File: src/common/ddc_nco_map.svh
`ifndef DDC_NCO_MAP_SVH
`define DDC_NCO_MAP_SVH

// -----------------------------------------------------------------
// register offsets
// -----------------------------------------------------------------
`define OFS_UPDATE_MODE 9'h164
`define OFS_SEL_CTRL 9'h165
`define OFS_PATH_FREQ_SEL 9'h166
`define OFS_DECIM_LOW 9'h167
`define OFS_DECIM_HIGH 9'h168
`define OFS_DECIM_MODE 9'h169

// -----------------------------------------------------------------
// reset values
// -----------------------------------------------------------------
`define RST_UPDATE_MODE 8'h00
`define RST_SEL_CTRL 8'h00
`define RST_PATH_FREQ_SEL 8'h00
`define RST_DECIM_LOW 8'h00
`define RST_DECIM_HIGH 8'h00
`define RST_DECIM_MODE 8'h00
`define RST_READ_DATA 8'h00

// -----------------------------------------------------------------
// field positions
// -----------------------------------------------------------------
`define BIT_OSC_UPDATE_LSB 4
`define BIT_NEG_IMAGE 3
`define BIT_OSC_MODE 0
`define BIT_LOW_LATENCY 4
`define BIT_AUTO_UPD_DIS 2
`define BIT_SEL_SOURCE 1
`define BIT_COMMON_UPDATE 0
`define BIT_UNEQUAL_DECIM 7
`define BIT_PATH_COUNT_LSB 4
`define BIT_COMMON_DECIM_LSB 0
`define BIT_ODD_DECIM_LSB 4
`define BIT_EVEN_DECIM_LSB 0

// -----------------------------------------------------------------
// path-count codes and path enables
// -----------------------------------------------------------------
`define PATHS_DUAL 2'h0
`define PATHS_QUAD 2'h1
`define PATHS_SINGLE 2'h2
`define EN_DUAL 4'h3
`define EN_QUAD 4'hF
`define EN_SINGLE 4'h1
`define EN_NONE 4'h0

`endif

File: src/common/ddc_nco_pkg.sv
package ddc_nco_pkg;
   typedef logic [7:0] reg_byte_t;
   typedef logic [3:0] decim_code_t;
   typedef logic [15:0] decim_ratio_t;
   typedef logic [8:0] reg_addr_t;
endpackage

File: src/logic/osc_load_pulse.sv
`include "ddc_nco_map.svh"

module osc_load_pulse
   import ddc_nco_pkg::*;
(
   input wire logic clk_sys_in,
   input wire logic rst_in,
   input wire logic [3:0] osc_rise_in,
   input wire logic common_rise_in,
   input wire logic [3:0] auto_req_in,
   output logic [3:0] osc_load_out
);
   logic [3:0] load_d;
   logic [3:0] load_q;

   // -----------------------------------------------------------------
   // one load pulse per oscillator
   // -----------------------------------------------------------------
   genvar i;
   generate
      for (i = 0; i < 4; i++) begin : g_osc
         always_comb begin
            // merge load causes
            load_d[i] = osc_rise_in[i] | common_rise_in | auto_req_in[i];
         end
      end
   endgenerate

   always_ff @(posedge clk_sys_in or posedge rst_in) begin
      if (rst_in) begin
         load_q <= 4'h0;
      end else begin
         load_q <= load_d;
      end
   end

   assign osc_load_out = load_q;
endmodule // osc_load_pulse

File: src/logic/decim_path_config.sv
`include "ddc_nco_map.svh"

module decim_path_config
   import ddc_nco_pkg::*;
(
   input wire reg_byte_t decim_mode_in,
   input wire reg_byte_t decim_low_in,
   input wire reg_byte_t decim_high_in,
   input wire logic low_latency_in,
   output logic [15:0] code_out,
   output logic [63:0] ratio_out,
   output logic [3:0] enable_out
);
   // code n means divide by two to the n; code 0 is bypass, ratio 1
   function automatic decim_ratio_t ratio_of(input decim_code_t code);
      ratio_of = decim_ratio_t'(16'h0001 << code);
   endfunction

   decim_code_t common_code;
   decim_code_t path_code [4];
   logic [1:0] count;

   assign common_code = decim_mode_in[`BIT_COMMON_DECIM_LSB +: 4];
   assign count = decim_mode_in[`BIT_PATH_COUNT_LSB +: 2];
   // nibble per path
   assign path_code[0] = decim_low_in[`BIT_EVEN_DECIM_LSB +: 4];
   assign path_code[1] = decim_low_in[`BIT_ODD_DECIM_LSB +: 4];
   assign path_code[2] = decim_high_in[`BIT_EVEN_DECIM_LSB +: 4];
   assign path_code[3] = decim_high_in[`BIT_ODD_DECIM_LSB +: 4];

   genvar i;
   generate
      for (i = 0; i < 4; i++) begin : g_path
         always_comb begin
            // common or own factor
            if (decim_mode_in[`BIT_UNEQUAL_DECIM]) begin
               code_out[4*i +: 4] = path_code[i];
            end else begin
               code_out[4*i +: 4] = common_code;
            end
            // code to ratio
            ratio_out[16*i +: 16] = ratio_of(code_out[4*i +: 4]);
         end
      end
   endgenerate

   always_comb begin
      // active path count
      case (count)
         `PATHS_DUAL: enable_out = `EN_DUAL;
         `PATHS_QUAD: enable_out = `EN_QUAD;
         `PATHS_SINGLE: enable_out = `EN_SINGLE;
         default: enable_out = `EN_NONE;
      endcase
      // low latency skips every path
      if (low_latency_in) begin
         enable_out = `EN_NONE;
      end
   end
endmodule // decim_path_config

File: src/logic/ddc_nco_control_regs.sv
`include "ddc_nco_map.svh"

// Summary of operation
// 0-to-1 update bit loads that oscillator
// 0-to-1 common bit loads all oscillators
// negative image only in complex mode
// mode bit: continuous or phase coherent
// low latency bypasses all processing
// auto-update disable blocks pin-driven loads
// source bit: pins or select register
// two-bit frequency select per path
// software sets source bit for register select
// decimation nibbles: odd high, even low
// decimation codes map to powers of two
// per-path factors only with unequal enable
// unequal bit: common or per-path factor
// path count: dual, quad, single, unused
// common field sets all active paths
// code n divides by two to n
// software writes zeros to reserved bits
module ddc_nco_control_regs
   import ddc_nco_pkg::*;
(
   input wire logic clk_sys_in,
   input wire logic rst_in,
   input wire reg_addr_t reg_addr_in,
   input wire reg_byte_t reg_wdata_in,
   input wire logic reg_wr_in,
   input wire logic reg_rd_in,
   output reg_byte_t reg_rdata_out,
   input wire logic [7:0] gpio_freq_sel_in,
   input wire logic complex_decimation_enable_in,
   output logic [3:0] osc_load_out,
   output logic [7:0] active_freq_sel_out,
   output logic phase_coherent_out,
   output logic negative_image_select_out,
   output logic low_latency_out,
   output logic [15:0] path_decim_code_out,
   output logic [63:0] path_decim_ratio_out,
   output logic [3:0] path_enable_out
);
   function automatic logic wr_hit(input reg_addr_t a, input reg_addr_t ofs,
                                   input logic wr);
      wr_hit = wr && (a == ofs);
   endfunction

   // -----------------------------------------------------------------
   // register file
   // -----------------------------------------------------------------
   reg_byte_t upd_mode_d, upd_mode_q;
   reg_byte_t sel_ctrl_d, sel_ctrl_q;
   reg_byte_t freq_sel_d, freq_sel_q;
   reg_byte_t decim_low_d, decim_low_q;
   reg_byte_t decim_high_d, decim_high_q;
   reg_byte_t decim_mode_d, decim_mode_q;
   reg_byte_t rdata_d, rdata_q;

   always_comb begin
      upd_mode_d = upd_mode_q;
      sel_ctrl_d = sel_ctrl_q;
      freq_sel_d = freq_sel_q;
      decim_low_d = decim_low_q;
      decim_high_d = decim_high_q;
      decim_mode_d = decim_mode_q;
      rdata_d = rdata_q;
      // reserved bits are stored as written; software keeps them zero
      if (wr_hit(reg_addr_in, `OFS_UPDATE_MODE, reg_wr_in)) begin
         upd_mode_d = reg_wdata_in;
      end
      if (wr_hit(reg_addr_in, `OFS_SEL_CTRL, reg_wr_in)) begin
         sel_ctrl_d = reg_wdata_in;
      end
      if (wr_hit(reg_addr_in, `OFS_PATH_FREQ_SEL, reg_wr_in)) begin
         freq_sel_d = reg_wdata_in;
      end
      if (wr_hit(reg_addr_in, `OFS_DECIM_LOW, reg_wr_in)) begin
         decim_low_d = reg_wdata_in;
      end
      if (wr_hit(reg_addr_in, `OFS_DECIM_HIGH, reg_wr_in)) begin
         decim_high_d = reg_wdata_in;
      end
      if (wr_hit(reg_addr_in, `OFS_DECIM_MODE, reg_wr_in)) begin
         decim_mode_d = reg_wdata_in;
      end
      if (reg_rd_in) begin
         case (reg_addr_in)
            `OFS_UPDATE_MODE: rdata_d = upd_mode_q;
            `OFS_SEL_CTRL: rdata_d = sel_ctrl_q;
            `OFS_PATH_FREQ_SEL: rdata_d = freq_sel_q;
            `OFS_DECIM_LOW: rdata_d = decim_low_q;
            `OFS_DECIM_HIGH: rdata_d = decim_high_q;
            `OFS_DECIM_MODE: rdata_d = decim_mode_q;
            default: rdata_d = `RST_READ_DATA;
         endcase
      end
   end

   always_ff @(posedge clk_sys_in or posedge rst_in) begin
      if (rst_in) begin
         upd_mode_q <= `RST_UPDATE_MODE;
         sel_ctrl_q <= `RST_SEL_CTRL;
         freq_sel_q <= `RST_PATH_FREQ_SEL;
         decim_low_q <= `RST_DECIM_LOW;
         decim_high_q <= `RST_DECIM_HIGH;
         decim_mode_q <= `RST_DECIM_MODE;
         rdata_q <= `RST_READ_DATA;
      end else begin
         upd_mode_q <= upd_mode_d;
         sel_ctrl_q <= sel_ctrl_d;
         freq_sel_q <= freq_sel_d;
         decim_low_q <= decim_low_d;
         decim_high_q <= decim_high_d;
         decim_mode_q <= decim_mode_d;
         rdata_q <= rdata_d;
      end
   end

   assign reg_rdata_out = rdata_q;

   // -----------------------------------------------------------------
   // update strobes and pin-driven selection
   // -----------------------------------------------------------------
   logic [3:0] osc_rise;
   logic common_rise;
   logic [3:0] auto_req;
   logic [7:0] gpio_prev_d, gpio_prev_q;
   logic [7:0] active_sel_d, active_sel_q;

   genvar i;
   generate
      for (i = 0; i < 4; i++) begin : g_osc
         always_comb begin
            // edge seen against the stored bit
            osc_rise[i] = wr_hit(reg_addr_in, `OFS_UPDATE_MODE, reg_wr_in)
               && reg_wdata_in[`BIT_OSC_UPDATE_LSB + i]
               && !upd_mode_q[`BIT_OSC_UPDATE_LSB + i];
            // pin switch loads unless disabled or register-sourced
            auto_req[i] = (gpio_freq_sel_in[2*i +: 2] != gpio_prev_q[2*i +: 2])
               && !sel_ctrl_q[`BIT_SEL_SOURCE]
               && !sel_ctrl_q[`BIT_AUTO_UPD_DIS];
         end
      end
   endgenerate

   always_comb begin
      // common update edge
      common_rise = wr_hit(reg_addr_in, `OFS_SEL_CTRL, reg_wr_in)
         && reg_wdata_in[`BIT_COMMON_UPDATE]
         && !sel_ctrl_q[`BIT_COMMON_UPDATE];
      gpio_prev_d = gpio_freq_sel_in;
      // selection source per path
      if (sel_ctrl_q[`BIT_SEL_SOURCE]) begin
         active_sel_d = freq_sel_q;
      end else begin
         active_sel_d = gpio_freq_sel_in;
      end
   end

   always_ff @(posedge clk_sys_in or posedge rst_in) begin
      if (rst_in) begin
         gpio_prev_q <= 8'h00;
         active_sel_q <= 8'h00;
      end else begin
         gpio_prev_q <= gpio_prev_d;
         active_sel_q <= active_sel_d;
      end
   end

   assign active_freq_sel_out = active_sel_q;

   osc_load_pulse u_load (
      .clk_sys_in(clk_sys_in),
      .rst_in(rst_in),
      .osc_rise_in(osc_rise),
      .common_rise_in(common_rise),
      .auto_req_in(auto_req),
      .osc_load_out(osc_load_out)
   );

   // -----------------------------------------------------------------
   // mode outputs and decimation
   // -----------------------------------------------------------------
   logic [15:0] code_c;
   logic [63:0] ratio_c;
   logic [3:0] enable_c;
   logic coherent_d, coherent_q;
   logic neg_image_d, neg_image_q;
   logic low_lat_d, low_lat_q;
   logic [15:0] code_d, code_q;
   logic [63:0] ratio_d, ratio_q;
   logic [3:0] enable_d, enable_q;

   decim_path_config u_decim (
      .decim_mode_in(decim_mode_q),
      .decim_low_in(decim_low_q),
      .decim_high_in(decim_high_q),
      .low_latency_in(sel_ctrl_q[`BIT_LOW_LATENCY]),
      .code_out(code_c),
      .ratio_out(ratio_c),
      .enable_out(enable_c)
   );

   always_comb begin
      // oscillator switching mode
      coherent_d = upd_mode_q[`BIT_OSC_MODE];
      // gated by complex decimation
      neg_image_d = upd_mode_q[`BIT_NEG_IMAGE] && complex_decimation_enable_in;
      // low latency flag
      low_lat_d = sel_ctrl_q[`BIT_LOW_LATENCY];
      code_d = code_c;
      ratio_d = ratio_c;
      enable_d = enable_c;
   end

   always_ff @(posedge clk_sys_in or posedge rst_in) begin
      if (rst_in) begin
         coherent_q <= 1'b0;
         neg_image_q <= 1'b0;
         low_lat_q <= 1'b0;
         code_q <= 16'h0000;
         ratio_q <= {4{16'h0001}};
         enable_q <= `EN_DUAL;
      end else begin
         coherent_q <= coherent_d;
         neg_image_q <= neg_image_d;
         low_lat_q <= low_lat_d;
         code_q <= code_d;
         ratio_q <= ratio_d;
         enable_q <= enable_d;
      end
   end

   assign phase_coherent_out = coherent_q;
   assign negative_image_select_out = neg_image_q;
   assign low_latency_out = low_lat_q;
   assign path_decim_code_out = code_q;
   assign path_decim_ratio_out = ratio_q;
   assign path_enable_out = enable_q;

   // -----------------------------------------------------------------
   // assertions
   // -----------------------------------------------------------------
   AST_OSC0_LOAD: assert property (
      @(posedge clk_sys_in) disable iff (rst_in)
      (reg_wr_in && reg_addr_in == `OFS_UPDATE_MODE && reg_wdata_in[4]
       && !upd_mode_q[4]) |=> osc_load_out[0])
      else $error("oscillator 0 update edge gave no load");

   AST_COMMON_LOAD: assert property (
      @(posedge clk_sys_in) disable iff (rst_in)
      (reg_wr_in && reg_addr_in == `OFS_SEL_CTRL && reg_wdata_in[0]
       && !sel_ctrl_q[0]) |=> (osc_load_out == 4'hF))
      else $error("common update did not load all oscillators");

   AST_NEG_IMAGE_REAL: assert property (
      @(posedge clk_sys_in) disable iff (rst_in)
      !complex_decimation_enable_in |=> !negative_image_select_out)
      else $error("negative image active outside complex mode");

   AST_MODE_WRITE: assert property (
      @(posedge clk_sys_in) disable iff (rst_in)
      (reg_wr_in && reg_addr_in == `OFS_UPDATE_MODE)
      |=> ##1 (phase_coherent_out == $past(reg_wdata_in[0], 2)))
      else $error("oscillator mode not applied two cycles after write");

   AST_LOW_LAT: assert property (
      @(posedge clk_sys_in) disable iff (rst_in)
      (reg_wr_in && reg_addr_in == `OFS_SEL_CTRL && reg_wdata_in[4])
      |=> ##1 (low_latency_out && path_enable_out == 4'h0))
      else $error("low latency did not bypass the paths");

   AST_AUTO_DIS: assert property (
      @(posedge clk_sys_in) disable iff (rst_in)
      (sel_ctrl_q[2] && !reg_wr_in) |=> (osc_load_out == 4'h0))
      else $error("load issued while auto update disabled");

   AST_SEL_SOURCE: assert property (
      @(posedge clk_sys_in) disable iff (rst_in)
      sel_ctrl_q[1] |=> (active_freq_sel_out == $past(freq_sel_q)))
      else $error("register selection not followed");

   AST_PIN_SOURCE: assert property (
      @(posedge clk_sys_in) disable iff (rst_in)
      !sel_ctrl_q[1]
      |=> (active_freq_sel_out == $past(gpio_freq_sel_in)))
      else $error("pin selection not followed");

   AST_UNEQUAL_DECIM: assert property (
      @(posedge clk_sys_in) disable iff (rst_in)
      decim_mode_q[7]
      |=> (path_decim_code_out == {$past(decim_high_q), $past(decim_low_q)}))
      else $error("per-path decimation factors not applied");

   AST_COMMON_DECIM: assert property (
      @(posedge clk_sys_in) disable iff (rst_in)
      !decim_mode_q[7]
      |=> (path_decim_code_out[15:12] == $past(decim_mode_q[3:0])))
      else $error("common decimation not applied to path 3");

   AST_SINGLE_PATH: assert property (
      @(posedge clk_sys_in) disable iff (rst_in)
      (decim_mode_q[5:4] == 2'h2 && !sel_ctrl_q[4])
      |=> (path_enable_out == 4'h1))
      else $error("single path mode enabled wrong paths");

   AST_RATIO: assert property (
      @(posedge clk_sys_in) disable iff (rst_in)
      path_decim_ratio_out[31:16] == (16'h0001 << path_decim_code_out[7:4]))
      else $error("path 1 ratio does not match its code");
endmodule // ddc_nco_control_regs

File: config.mk
export PLATFORM = sky130hd
export DESIGN_NAME = ddc_nco_control_regs
export DESIGN_NICKNAME = d
export VERILOG_FILES = /design/src/common/ddc_nco_pkg.sv /design/src/logic/osc_load_pulse.sv /design/src/logic/decim_path_config.sv /design/src/logic/ddc_nco_control_regs.sv
export VERILOG_INCLUDE_DIRS = /design/src /design/src/common
export SDC_FILE = /design/constraint.sdc
export NUM_CORES = 1
export LEC_CHECK = 0
export ABC_AREA = 1
export BUFFER_PORTS_ARGS = -buffer_cell sky130_fd_sc_hd__buf_2
export CAP_MARGIN = 20
export CORE_AREA = 2 2 129 131
export CTS_CLUSTER_SIZE = 30
export DETAILED_ROUTE_END_ITERATION = 10
export DIE_AREA = 0 0 131 133
export GPL_TIMING_DRIVEN = 1
export PLACE_DENSITY_LB_ADDON = 0.15
export SLEW_MARGIN = 0
export SYNTH_ARGS = -nofsm -noshare
export SYNTH_HDL_FRONTEND = slang
export SYNTH_SLANG_ARGS = --single-unit
File: constraint.sdc
create_clock -name clk_sys_in -period 5.8 [get_ports clk_sys_in]
set_input_delay 1.74 -clock clk_sys_in [delete_from_list [all_inputs] [get_ports clk_sys_in]]
set_output_delay 1.74 -clock clk_sys_in [all_outputs]
set_load 0.02 [all_outputs]
; After elaboration in Yosys (flattened, before gate mapping)
; Index checks and enable logic that the tools add are counted.
[op_classes]
n_addsub = 0
n_eq_ne = 12
n_mul = 0
n_bitwise = 8
n_reduce_logical = 33
div_mod_pow = 0
n_shift = 4
n_mux = 8
magnitude_cmp = 0
[ops]
columns = cell, n
row1 = "<< shifter 1 x 4 -> 16 bit, first input constant", 4
row2 = "== test 9 bit, second input constant", 6
row3 = one-hot mux 8 bit (6 select lines), 1
row4 = logical AND 1 bit, 25
row5 = two-way mux 4 bit, 5
row6 = one-hot mux 4 bit (3 select lines), 1
row7 = two-way mux 8 bit, 1
row8 = != test 2 bit, 4
row9 = bitwise OR 1 bit, 8
row10 = zero test 1 bit, 7
row11 = "== test 2 x 1 -> 1 bit, second input constant", 1
row12 = "== test 2 bit, second input constant", 1
row13 = zero test 2 bit, 1
[word_totals]
ff_bits = 163
n_memories = 0
latchBits = 0
ram_bits = 0
wordCells = 81
mem_bits_ro = 0
in_bits = 30
output_inout_bits = 107

; Logic depth before layout (Yosys ltp)
[depth]
depth_word = 6
mapped_depth = 10
ltp_nobuf = 9

; Modules after synthesis
; A second synthesis with hierarchy kept.
[unflattened]
hier_cells = 664
area_unflattened_um2 = 6480.0
[modules_own_cells]
columns = module, n_inst, area_each_um2, cells_per_inst, seq_area_each_um2
row1 = ddc_nco_control_regs, 1, 5581.6, 478, 3986.3
row2 = decim_path_config, 1, 749.5, 169, 0.0
row3 = osc_load_pulse, 1, 148.9, 17, 100.1

; Worst setup path after synthesis
; OpenSTA, ideal clock, no wires.
[synth_path]
kind = input-to-reg
start = input reg_addr_in[2]
end = register upd_mode_q[1]
required_ps = 5676
n_path_buf = 2
arrival_time_ps = 2641
setup_ps = 124
stages = 9
path_slack_ps = 3036
path_cell_list = inv_2 -> nor2_4 -> inv_2 -> nor2_4 -> buf_4 -> nand3_2 -> buf_2 -> nand2_1 -> o21ai_1
[synth_between]
elab_chain_len = 2
[synth_lines]
columns = item, line
row1 = from (decl), ddc_nco_control_regs.sv:26  ; input wire reg_addr_t reg_addr_in,
row2 = == test 9 bit, ddc_nco_control_regs.sv:44  ; wr_hit = wr && (a == ofs);
row3 = logical AND 1 bit, ddc_nco_control_regs.sv:44
row4 = to (signal assigned), ddc_nco_control_regs.sv:100  ; upd_mode_q <= `RST_UPDATE_MODE;
row5 = to (signal assigned), ddc_nco_control_regs.sv:108  ; upd_mode_q <= upd_mode_d;
row6 = to (decl), ddc_nco_control_regs.sv:50  ; reg_byte_t upd_mode_d, upd_mode_q;
; No other way between the ends.
; A chain may end at the register's enable or synchronous reset.

; Worst setup path in the final report
[layout_path]
start = input reg_addr_in[3]
end = register u_load.load_q[2] (netlist: u_load.osc_load_out[2])
[layout_between]
elab_chain_len = 6
word_cells_on_any_way = 10
cone_classes = eq/ne: 2 / bitwise: 2 / reduce/logical: 6
[layout_lines]
columns = item, line
row1 = == test 9 bit, ddc_nco_control_regs.sv:44
row2 = logical AND 1 bit, ddc_nco_control_regs.sv:44
row3 = logical AND 1 bit (on tied branches) (2 in a row), "ddc_nco_control_regs.sv:134, ddc_nco_control_regs.sv:147"
row4 = bitwise OR 1 bit (*) (2 in a row), osc_load_pulse.sv:24  ; load_d[i] = osc_rise_in[i] | common_rise_in | auto_req_in[i];
row5 = via u_load.load_d[2], osc_load_pulse.sv:13  ; logic [3:0] load_d;
row6 = to (signal assigned), osc_load_pulse.sv:33  ; load_q <= load_d;
row7 = to (decl), osc_load_pulse.sv:14  ; logic [3:0] load_q;
; The timed path passes the listed nets; every way through them passes the cells marked *.

==> results_dict.tcl <==
set metrics [dict create \
    most_frequent_cell_on_the_critical_path "sky130_fd_sc_hd__nor2_4" \
    grt-ovfl-total 0 \
    number_of_nets_in_the_finished_design 784 \
    hold_path.startpoint "upd_mode_q[0]" \
    critPathLaunchType "input pin" \
    grtUsageTotal_pct 18.82 \
    cp_max_fo 21 \
    synthesis.nets 648 \
    yosysUniqueCellTypes 27 \
    layout.cells.most_common_list "156 x sky130_fd_sc_hd__dfrtp_1, 136 x sky130_fd_sc_hd__buf_2, 106 x sky130_fd_sc_hd__nor2_1, 87 x sky130_fd_sc_hd__nand2_1, 48 x sky130_fd_sc_hd__nand3_1" \
    cts_num_sinks 162 \
    rrSetupSlack_ns 3.76 \
    tightest_slew_ns 0.9771 \
    clock.fmax_ghz 0.3274 \
    crit_path_max_cell_delay_ns 0.40 \
    antenna_cells 0 \
    irDropWorstVdd_uv 204.9 \
    number_of_h_tree_branching_levels 4 \
    final_layout_size_suffix_gt1_share_pct 28.29 \
    layout_min_cycle_time_ns 3.055 \
    worstHoldPathType "flip-flop to flip-flop" \
    chipHeight_um 133 \
    grt_pass1_wl_um 24760 \
    design.die.area_um2 17420 \
    drc 0 \
    max_cap_violations 0 \
    detailed_place_hpwl_um 11060 \
    critPathKind "input pin to flip-flop" \
    fillerInstances 1562 \
    slew_headroom_pct 34.79 \
    final.hold.worst_slack_ns 0.4669 \
    final.period_utilization_pct 52.67 \
    report.final.slew_viol_count 0 \
    crit_path_cell_trace "buf_2, nor2_4, inv_2, nor2_4, nand3_2, inv_1, nand3b_1, nand3_1" \
    power-per-cell-area_nw_per_um2 314.1 \
    floorplan.rows 47 \
    wp_data_arrival_ns 3.42 \
    setup_repair_after_global_routing_missed_its_margin "false" \
    startpoint_of_the_worst_register_to_register_path "decim_mode_q[7]" \
    cts_made_buffers 17 \
    clock_tree.root_cell "sky130_fd_sc_hd__clkbuf_16" \
    most_common_library_cell_in_the_layout_ignoring_fill_and_taps "sky130_fd_sc_hd__dfrtp_1" \
    hold_buffers 0 \
    die_w_um 131 \
    number_of_drc_markers_after_the_initial_detailed_route_iteration 346 \
    drt_first_pass_iters 5 \
    final.setup_skew_ns 0.01131 \
    grt_start_max_net_pins 163 \
    synthesis.instances 618 \
    run_status "complete, no violations" \
    core_area_um2 16170 \
    setup-tns-final_ns 0 \
    timing_hold_violations_final 0 \
    fraction_of_the_yosys_area_taken_by_sequential_cells_pct 64.64 \
    setup.worst_path.end_class "flip-flop" \
    post_cts_resized 0 \
    critPathSlowestCell "sky130_fd_sc_hd__nor2_4" \
    clk_transition_reported_paths_ns 0.06 \
    cts_tree "built" \
    gp_congestion 0.8395 \
    syn_avg_cell_area_um2 10.17 \
    buffer_ports.inserted 136 \
    crit_start "reg_addr_in[3]" \
    detail_route.wl_per_cell_um 15.61 \
    cp_data_required_time_ns 6.16 \
    dr_total_vias 4709 \
    route.final.wire_length_um 15410 \
    worst_skew_pair_latency_ns 0.43 \
    grt_antenna_before_repair 0 \
    clk_path_buf_depth 2 \
    post_synth_instance_area_um2 6284 \
    synth_seq_cells 162 \
    finalSetupViolations 0 \
    power.leakage_uw 0.004151 \
    post_cts_buffers 0 \
    first_global_vias 4668 \
    synth_to_final_area_change_pct 22.70 \
    starting_density_pct 38.85 \
    num_io_pins 137 \
    ant_nets 0 \
    viasPerCell 4.771 \
    synthesis.yosys.warnings 0 \
]
[Yosys cell counts]
library cell / count / area [um2]
sky130_fd_sc_hd__nand3b_1: 4 / 30.03
sky130_fd_sc_hd__nor2_2: 1 / 6.260
sky130_fd_sc_hd__nand2_1: 87 / 326.6
sky130_fd_sc_hd__buf_2: 7 / 35.03
sky130_fd_sc_hd__nor3b_1: 1 / 7.510
sky130_fd_sc_hd__nand2_2: 5 / 31.28
sky130_fd_sc_hd__nand3_2: 4 / 40.04
sky130_fd_sc_hd__buf_8: 1 / 15.01
sky130_fd_sc_hd__dfstp_2: 6 / 157.7
sky130_fd_sc_hd__o21ai_2: 9 / 78.83
sky130_fd_sc_hd__a21oi_1: 28 / 140.1
sky130_fd_sc_hd__nor2_1: 106 / 397.9
sky130_fd_sc_hd__o21ai_0: 5 / 25.02
sky130_fd_sc_hd__o21ai_1: 38 / 190.2
sky130_fd_sc_hd__clkbuf_1: 6 / 22.52
sky130_fd_sc_hd__nand3_1: 48 / 240.2
sky130_fd_sc_hd__buf_6: 1 / 11.26
sky130_fd_sc_hd__nor2_8: 1 / 20.02
sky130_fd_sc_hd__nor2_4: 5 / 56.30
sky130_fd_sc_hd__inv_1: 42 / 157.7
sky130_fd_sc_hd__nand4_1: 27 / 168.9
sky130_fd_sc_hd__nor3_4: 2 / 32.53
sky130_fd_sc_hd__buf_4: 5 / 37.54
sky130_fd_sc_hd__a21oi_2: 5 / 43.79
sky130_fd_sc_hd__inv_2: 10 / 37.54
sky130_fd_sc_hd__xor2_1: 8 / 70.07
sky130_fd_sc_hd__dfrtp_1: 156 / 3904
[sequential cells by signal (all words and copies together), names as in the netlist]
| register | count |
|---|---|
| path_decim_ratio_out | 64 |
| decim_high_q | 8 |
| negative_image_select_out | 1 |
| decim_low_q | 8 |
| path_enable_out | 3 |
| phase_coherent_out | 1 |
| upd_mode_q | 8 |
| reg_rdata_out | 8 |
| u_load.osc_load_out | 4 |
| sel_ctrl_q | 8 |
| active_freq_sel_out | 8 |
| decim_mode_q | 8 |
| low_latency_out | 1 |
| gpio_prev_q | 8 |
| path_decim_code_out | 16 |
| freq_sel_q | 8 |
[report_power, final]
part	internal, uW	switching [uW]	leakage [uW]
Combinational	44.1	119	0.00175
Sequential	1170	19.2	0.00213
Clock	608	465	0.000269
Total	1820	604	0.00415
[worst paths after layout]
check                                      endpoint  cells after the start
min reg2reg                      phase_coherent_out                      0
min in group asynchronous            gpio_prev_q[5]                      3
max in group asynchronous            decim_low_q[7]                      3
max                          u_load.osc_load_out[2]                      8
min                              phase_coherent_out                      0
max reg2reg                path_decim_ratio_out[45]                      7
[routing by layer]
layer	global-route usage (%)	up-vias	routed length, um
met5	0	-	0
met4	7.210	0	350
met3	4.569	24	880
met2	29.65	152	7432
met1	25.10	2241	6745
li1	-	2292	-
[critical path, delay by kind of cell]
family | cells | cell delay [ns]
and+or+nand+nor | 5 | 1.25
buffers and inverters | 3 | 0.42
[metrics by stage]
stage               setup slack, ns  cells  area (um2)  util [%]  total power (uW)
detailed placement            2.342    955        7142     44.16              1373
CTS                           2.785    987        7710     47.68              2456
global placement              2.423    955        7142     44.16              1369
floorplan                     2.008    618        6287         -              1304
finish                        2.745    987        7710     47.68              2421
global route                  2.556    987        7710     47.68              2520
[cells by family (layout without fill, tap and decap cells)]
kind of cell,after synthesis,after routing,share of synthesized area [%]
buffers and inverters,72,221,5.038
AOI/OAI and AO/OA,85,85,7.606
and+or+nand+nor,291,291,21.60
xor gates and xnor gates,8,8,1.115
DFF,162,162,64.64
[layout make-up]
class	instances	area (um2)	share of cell area (%)
Inverter	52	198.9	2.580
Clock inverter	13	125.1	1.623
Tap cell	220	275.3	3.570
Timing Repair Buffer	137	700.7	9.088
Sequential cell	162	4061	52.68
Multi-Input combinational cell	384	1906	24.72
Clock buffer	19	442.9	5.745
(Power assumes the default switching activity.)
